File: src/fld_map.svh
`ifndef FLD_MAP_SVH
`define FLD_MAP_SVH
// Functional notes
// - Each channel has four indicator pins; mode bits 3:1 and an enable pick them.
// - Mode 000 puts the 4-bit coarse magnitude on pins 3 to 0.
// - In mode 000 the coarse code appears two clocks after its sample.
// - Mode 001: 3-bit coarse code on pins 3 to 1, overrange on pin 0.
// - Modes 010/011: 2-bit code on pins 3:2, pin 1 overrange or coarse-upper, pin 0 fine-lower.
// - Modes 001, 010, 011 put the code and coarse-upper six clocks after the sample, overrange and fine-lower two.
// - Mode 100 and 101 drive four threshold or gain-hint flags.
// - The 4-bit code steps through the nine magnitude bands below full scale.
// - The 3-bit code merges the top two 4-bit bands into code 111.
// - The 2-bit code marks four bands split at -14.5, -7 and -3.25 dB.
// - Every indication except overrange uses the sample magnitude and ignores its sign.
// - The overrange flag is the full 14-bit overflow indication.
// - Software sets thresholds; the upper flags stay low below and rise above, fine-lower the reverse.
// - The coarse magnitude comes from the first pipeline stage code.
// - Overrange appears two clocks after the offending sample.
// - In modes 100 and 101 coarse-upper rises two clocks after crossing and holds at least two clocks.
// - Fine flags compare full magnitude with separate 13-bit thresholds.
// - Gain-drop follows coarse-upper; gain-raise waits a 16-bit dwell below fine-lower.

// ****************************************************************
// Register addresses
// ****************************************************************
`define FLD_ADDR_W          13
`define FLD_ADDR_CTRL       13'h104
`define FLD_ADDR_CUT        13'h105
`define FLD_ADDR_FUT_LO     13'h106
`define FLD_ADDR_FUT_HI     13'h107
`define FLD_ADDR_FLT_LO     13'h108
`define FLD_ADDR_FLT_HI     13'h109
`define FLD_ADDR_DWELL_LO   13'h10A
`define FLD_ADDR_DWELL_HI   13'h10B
`define FLD_ADDR_STATUS     13'h10C

// ****************************************************************
// Fields and reset values
// ****************************************************************
`define FLD_CTRL_EN_BIT     0
`define FLD_CTRL_MODE_HI    3
`define FLD_CTRL_MODE_LO    1
`define FLD_CTRL_RST        8'h00
`define FLD_CUT_RST         3'h7
`define FLD_FINE_RST        13'h0000
`define FLD_DWELL_RST       16'h0001
`define FLD_THR_HI_W        5

// ****************************************************************
// Magnitude codes and timing
// ****************************************************************
`define FLD_CODE_MAX        4'h8
`define FLD_CODE3_MAX       3'h7
`define FLD_BAND_1          4'h2
`define FLD_BAND_2          4'h4
`define FLD_BAND_3          4'h6
`define FLD_SLOW_DLY        4
`define FLD_FIFO_DEPTH      32
`define FLD_FIFO_AW         5
`define FLD_DWELL_ONE       16'h0001
`endif

File: src/fld_pkg.sv
`include "fld_map.svh"
package fld_pkg;

    typedef enum logic [2:0]
    {
        FLD_MODE_MAG4     = 3'h0,
        FLD_MODE_MAG3_OVR = 3'h1,
        FLD_MODE_MAG2_OVR = 3'h2,
        FLD_MODE_MAG2_CUT = 3'h3,
        FLD_MODE_FLAGS    = 3'h4,
        FLD_MODE_GAIN     = 3'h5
    } fld_mode_e;

    typedef logic [3:0]  fld_code_t;
    typedef logic [13:0] fld_data_t;
    typedef logic [12:0] fld_thr_t;
    typedef logic [15:0] fld_dwell_t;
    typedef logic [29:0] fld_word_t;

endpackage : fld_pkg

File: src/fld_fifo.sv
module fld_fifo #(
    parameter int WIDTH = 30,
    parameter int DEPTH = 32,
    parameter int AW    = 5
)
(
    // Clock and reset
    input  wire logic             clk,
    input  wire logic             rst_b,
    // Fill side
    input  wire logic             in_valid,
    input  wire logic [WIDTH-1:0] in_data,
    output      logic             in_ready,
    // Drain side
    output      logic             out_valid,
    output      logic [WIDTH-1:0] out_data,
    input  wire logic             out_ready,
    // Fill level
    output      logic [AW:0]      level
);

    logic [WIDTH-1:0] mem_r [DEPTH];
    logic [AW-1:0]    wr_ptr_r;
    logic [AW-1:0]    rd_ptr_r;
    logic [AW:0]      count_r;
    logic [AW:0]      count_nxt;
    logic             push;
    logic             pop;

    // ************************************************************
    // Handshake
    // ************************************************************
    assign push  = in_valid && in_ready;
    assign pop   = (count_r != '0) && (!out_valid || out_ready);
    assign level = count_r;

    always_comb
    begin
        count_nxt = count_r;
        if (push && !pop)
        begin
            count_nxt = count_r + 1'b1;
        end
        else if (pop && !push)
        begin
            count_nxt = count_r - 1'b1;
        end
    end

    always_ff @(posedge clk or negedge rst_b)
    begin
        if (!rst_b)
        begin
            count_r  <= '0;
            in_ready <= 1'b0;
        end
        else
        begin
            count_r  <= count_nxt;
            in_ready <= (count_nxt != (AW+1)'(DEPTH));
        end
    end

    // ************************************************************
    // Storage and pointers
    // ************************************************************
    always_ff @(posedge clk)
    begin
        if (push)
        begin
            mem_r[wr_ptr_r] <= in_data;
        end
    end

    always_ff @(posedge clk or negedge rst_b)
    begin
        if (!rst_b)
        begin
            wr_ptr_r <= '0;
            rd_ptr_r <= '0;
        end
        else
        begin
            if (push)
            begin
                wr_ptr_r <= wr_ptr_r + 1'b1;
            end
            if (pop)
            begin
                rd_ptr_r <= rd_ptr_r + 1'b1;
            end
        end
    end

    // ************************************************************
    // Output register
    // ************************************************************
    always_ff @(posedge clk or negedge rst_b)
    begin
        if (!rst_b)
        begin
            out_valid <= 1'b0;
            out_data  <= '0;
        end
        else if (pop)
        begin
            out_valid <= 1'b1;
            out_data  <= mem_r[rd_ptr_r];
        end
        else if (out_ready)
        begin
            out_valid <= 1'b0;
        end
    end

endmodule : fld_fifo

File: src/fld_dwell.sv
`include "fld_map.svh"
module fld_dwell
(
    // Clock and reset
    input  wire logic              clk,
    input  wire logic              rst_b,
    // Comparison and setting
    input  wire logic              below,
    input  wire fld_pkg::fld_dwell_t dwell,
    // Hint
    output      logic              raise
);
    import fld_pkg::*;

    fld_dwell_t  count_r;
    fld_dwell_t  target;

    // ************************************************************
    // Dwell count
    // ************************************************************
    assign target = (dwell == '0) ? `FLD_DWELL_ONE : dwell;

    always_ff @(posedge clk or negedge rst_b)
    begin
        if (!rst_b)
        begin
            count_r <= '0;
            raise   <= 1'b0;
        end
        else
        begin
            if (!below)
            begin
                count_r <= '0;
            end
            else if (count_r != '1)
            begin
                count_r <= count_r + 1'b1;
            end
            raise <= below && ({1'b0, count_r} + 17'h1 >= {1'b0, target});
        end
    end

endmodule : fld_dwell

File: src/fld_top.sv
`include "fld_map.svh"
module fld_top
(
    // Clock and reset
    input  wire logic                 clk,
    input  wire logic                 rst_b,
    // Register access
    input  wire logic                 reg_wr_en,
    input  wire logic                 reg_rd_en,
    input  wire logic [12:0]          reg_addr,
    input  wire logic [7:0]           reg_wdata,
    output      logic [7:0]           reg_rdata,
    // First stage codes, signed
    input  wire logic signed [4:0]    stage1_code [2],
    // Converted samples, pipeline end
    input  wire logic                 conv_valid,
    input  wire fld_pkg::fld_data_t   conv_data [2],
    input  wire logic                 conv_ovr [2],
    output      logic                 conv_ready,
    // Buffered sample stream
    output      logic                 data_out_valid,
    output      fld_pkg::fld_word_t   data_out,
    input  wire logic                 data_out_ready,
    // Indicator pins
    output      logic [3:0]           early_level_outputs [2]
);
    import fld_pkg::*;

    logic [7:0]      ctrl_r;
    logic [2:0]      cut_thr_r;
    fld_thr_t        fut_thr_r;
    fld_thr_t        flt_thr_r;
    fld_dwell_t      dwell_r;
    logic            enable;
    logic [2:0]      mode;
    logic [5:0]      fifo_level;
    logic [7:0]      rd_mux;

    // ************************************************************
    // Control registers
    // ************************************************************
    assign enable = ctrl_r[`FLD_CTRL_EN_BIT];
    assign mode   = ctrl_r[`FLD_CTRL_MODE_HI:`FLD_CTRL_MODE_LO];

    always_ff @(posedge clk or negedge rst_b)
    begin
        if (!rst_b)
        begin
            ctrl_r    <= `FLD_CTRL_RST;
            cut_thr_r <= `FLD_CUT_RST;
            fut_thr_r <= `FLD_FINE_RST;
            flt_thr_r <= `FLD_FINE_RST;
            dwell_r   <= `FLD_DWELL_RST;
        end
        else if (reg_wr_en)
        begin
            unique case (reg_addr)
                `FLD_ADDR_CTRL:     ctrl_r <= reg_wdata;
                `FLD_ADDR_CUT:      cut_thr_r <= reg_wdata[2:0];
                `FLD_ADDR_FUT_LO:   fut_thr_r[7:0] <= reg_wdata;
                `FLD_ADDR_FUT_HI:   fut_thr_r[12:8] <= reg_wdata[`FLD_THR_HI_W-1:0];
                `FLD_ADDR_FLT_LO:   flt_thr_r[7:0] <= reg_wdata;
                `FLD_ADDR_FLT_HI:   flt_thr_r[12:8] <= reg_wdata[`FLD_THR_HI_W-1:0];
                `FLD_ADDR_DWELL_LO: dwell_r[7:0] <= reg_wdata;
                `FLD_ADDR_DWELL_HI: dwell_r[15:8] <= reg_wdata;
                default:            ;
            endcase
        end
    end

    // ************************************************************
    // Register read
    // ************************************************************
    always_comb
    begin
        rd_mux = 8'h00;
        unique case (reg_addr)
            `FLD_ADDR_CTRL:     rd_mux = ctrl_r;
            `FLD_ADDR_CUT:      rd_mux = {5'h00, cut_thr_r};
            `FLD_ADDR_FUT_LO:   rd_mux = fut_thr_r[7:0];
            `FLD_ADDR_FUT_HI:   rd_mux = {3'h0, fut_thr_r[12:8]};
            `FLD_ADDR_FLT_LO:   rd_mux = flt_thr_r[7:0];
            `FLD_ADDR_FLT_HI:   rd_mux = {3'h0, flt_thr_r[12:8]};
            `FLD_ADDR_DWELL_LO: rd_mux = dwell_r[7:0];
            `FLD_ADDR_DWELL_HI: rd_mux = dwell_r[15:8];
            `FLD_ADDR_STATUS:   rd_mux = {2'h0, fifo_level};
            default:            rd_mux = 8'h00;
        endcase
    end

    always_ff @(posedge clk or negedge rst_b)
    begin
        if (!rst_b)
        begin
            reg_rdata <= 8'h00;
        end
        else if (reg_rd_en)
        begin
            reg_rdata <= rd_mux;
        end
    end

    // ************************************************************
    // Sample buffer
    // ************************************************************
    fld_fifo #(
        .WIDTH (30),
        .DEPTH (`FLD_FIFO_DEPTH),
        .AW    (`FLD_FIFO_AW)
    ) u_fifo (
        .clk       (clk),
        .rst_b     (rst_b),
        .in_valid  (conv_valid),
        .in_data   ({conv_ovr[1], conv_data[1], conv_ovr[0], conv_data[0]}),
        .in_ready  (conv_ready),
        .out_valid (data_out_valid),
        .out_data  (data_out),
        .out_ready (data_out_ready),
        .level     (fifo_level)
    );

    // ************************************************************
    // Per-channel indicator logic
    // ************************************************************
    for (genvar g = 0; g < 2; g++)
    begin : g_chan
        fld_code_t        coarse_abs_r;
        fld_code_t        coarse_abs;
        logic [4:0]       stage_mag;
        logic [3:0][3:0]  code_dly_r;
        logic [3:0]       cut_dly_r;
        logic             cut_raw;
        logic             cut_hold_r;
        logic             cut;
        fld_code_t        slow_code;
        logic [2:0]       code3;
        logic [1:0]       code2;
        fld_data_t        mag;
        logic             fut_r;
        logic             flt_r;
        logic             ovr_r;
        logic             flt_raw;
        logic             raise;
        logic [3:0]       pins;

        // Coarse magnitude from first stage code, sign dropped
        assign stage_mag  = 5'(stage1_code[g][4] ? -stage1_code[g] : stage1_code[g]);
        assign coarse_abs = (stage_mag > {1'b0, `FLD_CODE_MAX}) ? `FLD_CODE_MAX
                                                                : stage_mag[3:0];

        always_ff @(posedge clk or negedge rst_b)
        begin
            if (!rst_b)
            begin
                coarse_abs_r <= '0;
                code_dly_r   <= '0;
                cut_dly_r    <= '0;
                cut_hold_r   <= 1'b0;
            end
            else
            begin
                coarse_abs_r <= coarse_abs;
                code_dly_r   <= {code_dly_r[2:0], coarse_abs_r};
                cut_dly_r    <= {cut_dly_r[2:0], cut};
                cut_hold_r   <= cut_raw;
            end
        end

        // Coarse-upper compare with two-cycle hold
        assign cut_raw = (coarse_abs_r >= {1'b0, cut_thr_r});
        assign cut     = cut_raw || cut_hold_r;

        // Reduced codes
        assign slow_code = code_dly_r[`FLD_SLOW_DLY-1];
        assign code3 = (slow_code >= `FLD_CODE_MAX) ? `FLD_CODE3_MAX : slow_code[2:0];

        always_comb
        begin
            if (slow_code < `FLD_BAND_1)
            begin
                code2 = 2'h0;
            end
            else if (slow_code < `FLD_BAND_2)
            begin
                code2 = 2'h1;
            end
            else if (slow_code < `FLD_BAND_3)
            begin
                code2 = 2'h2;
            end
            else
            begin
                code2 = 2'h3;
            end
        end

        // Full-resolution magnitude and flags
        assign mag     = conv_data[g][13] ? 14'(-conv_data[g]) : conv_data[g];
        assign flt_raw = (mag < {1'b0, flt_thr_r});

        always_ff @(posedge clk or negedge rst_b)
        begin
            if (!rst_b)
            begin
                fut_r <= 1'b0;
                flt_r <= 1'b0;
                ovr_r <= 1'b0;
            end
            else
            begin
                fut_r <= (mag > {1'b0, fut_thr_r});
                flt_r <= flt_raw;
                ovr_r <= conv_ovr[g];
            end
        end

        fld_dwell u_dwell (
            .clk   (clk),
            .rst_b (rst_b),
            .below (flt_raw),
            .dwell (dwell_r),
            .raise (raise)
        );

        // Pin multiplexer
        always_comb
        begin
            pins = 4'h0;
            if (enable)
            begin
                unique case (mode)
                    FLD_MODE_MAG4:     pins = coarse_abs_r;
                    FLD_MODE_MAG3_OVR: pins = {code3, ovr_r};
                    FLD_MODE_MAG2_OVR: pins = {code2, ovr_r, flt_r};
                    FLD_MODE_MAG2_CUT: pins = {code2, cut_dly_r[`FLD_SLOW_DLY-1],
                        flt_r};
                    FLD_MODE_FLAGS:    pins = {ovr_r, cut, fut_r, flt_r};
                    FLD_MODE_GAIN:     pins = {ovr_r, fut_r, raise, cut};
                    default:           pins = 4'h0;
                endcase
            end
        end

        always_ff @(posedge clk or negedge rst_b)
        begin
            if (!rst_b)
            begin
                early_level_outputs[g] <= 4'h0;
            end
            else
            begin
                early_level_outputs[g] <= pins;
            end
        end
    end

endmodule : fld_top

File: config.mk
export PLATFORM = sky130hd
export DESIGN_NAME = fld_top
export DESIGN_NICKNAME = d
export VERILOG_FILES = /design/src/fld_pkg.sv /design/src/fld_fifo.sv /design/src/fld_dwell.sv /design/src/fld_top.sv
export VERILOG_INCLUDE_DIRS = /design/src
export SDC_FILE = /design/constraint.sdc
export NUM_CORES = 1
export LEC_CHECK = 0
export BUFFER_PORTS_ARGS = -buffer_cell sky130_fd_sc_hd__buf_4
export CORE_AREA = 5 5 317 319
export CTS_BUF_LIST = sky130_fd_sc_hd__clkbuf_2
export CTS_CLUSTER_DIAMETER = 100
export DETAILED_ROUTE_END_ITERATION = 6
export DIE_AREA = 0 0 322 324
export PLACE_DENSITY = 0.75
export SETUP_SLACK_MARGIN = 0.05
export SLEW_MARGIN = 0
export SYNTH_ARGS = -nofsm -noshare
export SYNTH_HDL_FRONTEND = slang
export SYNTH_HIERARCHICAL = 1
export SYNTH_SLANG_ARGS = --single-unit
File: constraint.sdc
create_clock -name clk -period 2.7 [get_ports clk]
set_input_delay 0.27 -clock clk [delete_from_list [all_inputs] [get_ports clk]]
set_output_delay 0.27 -clock clk [all_outputs]
set_load 0.005 [all_outputs]
==> impl_metrics.toml <==
[timing]
rsz0062_at_grt = "yes"
finClkSkew_ps = 183
fin_crit_sh = 1.01
setup_viol = 3
timing.slew.headroom = 0.211
hold_violations = 0
period_minus_slack_ps = 2730
fmax_mhz = 366
finalSetupTns_ps = -68.7
drv_slew = 0
tightest_slew_ps = 1180
fin_ws_ps = -34.9

[clock_network]
clk_latency_ps = 1500
root_buffer = "clkbuf_2"
cts_sinks = 1167
cts_buffer_depth = 4
clkTransAtPathRegs_ps = 100
tritoncts = "done"
numCtsBuffers = 303
cts_max_level = 5

[grt]
grt-ovfl-total = 0
grt_pass1_wl_um = 189000
antenna_found_initial = 4
first_global_vias = 30000
grt_start_max_net_pins = 90
grt_usage = 0.243

[logic_synthesis]
synth-edff-count = 960
ys_types = 88
synth_ff_type = "edfxtp_1"
yosys_register_bits = 1167
async_flop_share = 0.177
syn-num-nets = 2810
syn_area_per_cell_um2 = 18.3
synthCells = 2640
synth-seq-area-share = 0.705
yosys_warnings = 6
synthesis.area_um2 = 48200

[worst_setup_path]
regToRegSetupSlack_ps = 140
r2r-start = "flt_thr_r[2]"
rr_worst_depth = 11
end_kind = "flip-flop"
critPathMaxStageDelay_ps = 660
crit_cells = 10
path_max_fanout = 8
slowest_stage = "dlygate4sd3_1"
endpoint = "dwell_r[4]"
critPathTopFamily = "buffers and inverters"
required_ps = 3980
worstPathArrival_ps = 4020
worstSetupPathType = "input pin to flip-flop"
timing.rr.end = "g_chan[1].u_dwell/count_r[10]"
startpoint = "reg_addr[7]"
crit_top_cell = "dlygate4sd3_1"
cp_num_buf_inv = 6
crit_chain = "dlygate4sd3_1 > buf_4 > dlygate4sd3_1 > nor4b_2 > nand3_1 > dlygate4sd3_1 > dlygate4sd3_1 > nor3_4 > buf_12 > mux2_2"
cp-start-kind = "input pin"

[routing]
wl_per_cell_um = 26.3
wl_um = 126000
drt_pass1_iterations = 6
ant_nets = 0
avgViaCountPerCell = 5.95
num_vias = 28600
drt_iter0_markers = 3159
remaining_drc_errors = 0

[die]
die_h_um = 324
core_area_um2 = 97600
start_util = 0.494
dieArea_um2 = 104000
std_cell_rows = 115
fp.dieW_um = 322
io_pins = 115

[power]
power_mw = 46.3
power.density_nw_per_um2 = 814
p_leak_nw = 20.6
peakVddDrop_mv = 0.843

[job]
maxCapViolations = 0

[layout]
utilization = 0.583
fillers = 7196
area_growth_pct = 18.0
drive_gt1_frac = 0.349
final_common_cell = "edfxtp_1"
nNetsFinal = 3483
layout_common_cells = "960 x edfxtp_1, 428 x clkbuf_2, 273 x buf_4"
design_area_um2 = 56900

[placed_design]
dp_hpwl_um = 74600
io_buffers = 114
place_congestion = 0.897
place_area_um2 = 52400

[hold_path]
hold_class = "input pin to flip-flop"

[run_status]
failed_checks = "setup timing"
status = "finished with violations"
==> cell usage after synthesis (41+ instances only) <==
master    count  area, µm²
nor3_1       51        255
nor2b_1      44        275
o21ai_0      41        205
edfxtp_1    960      28800
nand2_1      77        289
o22ai_1      43        269
dfrtp_1     203       5080
clkbuf_1     60        225
nand3_1      42        210
mux2_2       73        822
a21oi_1      63        315
nor2_1      122        458
xnor2_1      45        394
ha_1        103       1290
mux4_2      270       6080
inv_1       104        390
==> worst min path at each step <==
stage,start,endpoint,cells after the start
2_1_floorplan,rst_b,ctrl_r[0],0
3_3_place_gp,rst_b,g_chan[0].code_dly_r[1],1
3_5_place_dp,g_chan[0].code_dly_r[0],g_chan[0].code_dly_r[4],0
4_1_cts,reg_addr[1],reg_rdata[1],7
5_1_grt,reg_addr[2],reg_rdata[3],4
6_report,reg_addr[2],reg_rdata[5],4
==> worst min-delay path, stage by stage <==
cell and delay [ps]:
dlygate4sd3_1 530, buf_4 140, o2111ai_1 360, o22ai_1 230
==> where the power goes <==
group / internal [mW] / switching (mW)
combinational: 6.53 / 6.57
sequential: 20.8 / 0.777
clock: 4.70 / 6.92
==> logic make-up (layout without fill, tap and decap cells) <==
family                     after synthesis  count (layout)  share of synthesized area
adders and majority gates              104             104                     0.0269
xor gates and xnor gates                65              65                     0.0118
buffers and inverters                  220            1095                     0.0205
other                                    0               2                          0
DFF                                   1167            1167                      0.705
muxes                                  361             361                      0.147
AOI/OAI and AO/OA                      271             271                     0.0369
and+or+nand+nor                        452             452                     0.0520
==> metrics by stage <==
stage                     setup WS (ps)  instances  hold WS (ps)
final                             -34.9       4804           130
after global routing              -11.7       4803         0.647
after CTS                          57.6       4799          7.88
after detailed placement           -528       4122           335
after global placement             -479       4122           331
after floorplan                    -129       2640         -25.6
==> flip-flops by register name (all words and copies together) (netlist names), 3 cells and up <==
register	cells
g_chan.cut_dly_r	8
cut_thr_r	3
flt_thr_r	13
dwell_r	16
u_fifo/wr_ptr_r	5
reg_rdata	8
g_chan.u_dwell/count_r	32
g_chan.slow_code	8
g_chan.coarse_abs_r	8
u_fifo/rd_ptr_r	5
u_fifo/level	6
u_fifo/out_data	30
fut_thr_r	13
ctrl_r	8
early_level_outputs	8
g_chan.code_dly_r	24
u_fifo/mem_r	960
==> metal layers <==
metal,wire length [µm],vias up,part of all wire,global-route usage
met5,27,-,0.00021,0
met4,3230,4,0.026,0.0779
met3,13000,233,0.10,0.0648
met2,62000,1653,0.49,0.393
met1,48200,14600,0.38,0.328
li1,-,12100,-,-
==> final cells by class <==
type / count / area, µm² / share of cell area
timing repair buffer: 484 / 4620 / 0.0812
multi-input combinational: 1253 / 13700 / 0.240
sequential: 1167 / 34000 / 0.598
antenna: 2 / 5.00 / 0.0000879
inverter: 104 / 397 / 0.00697
clock inverter: 79 / 449 / 0.00789
tap: 1287 / 1610 / 0.0283
clock buffer: 428 / 2140 / 0.0376
==> repair_timing <==
item                       in CTS  in global routing
hold endpoints to repair     2146                  6
hold buffers                  166                  1
pin swaps                       1                  4
setup endpoints to repair      16                 46
resized for setup               5                 26
buffers inserted                4                  3
Power figures use the tool's default switching activity.
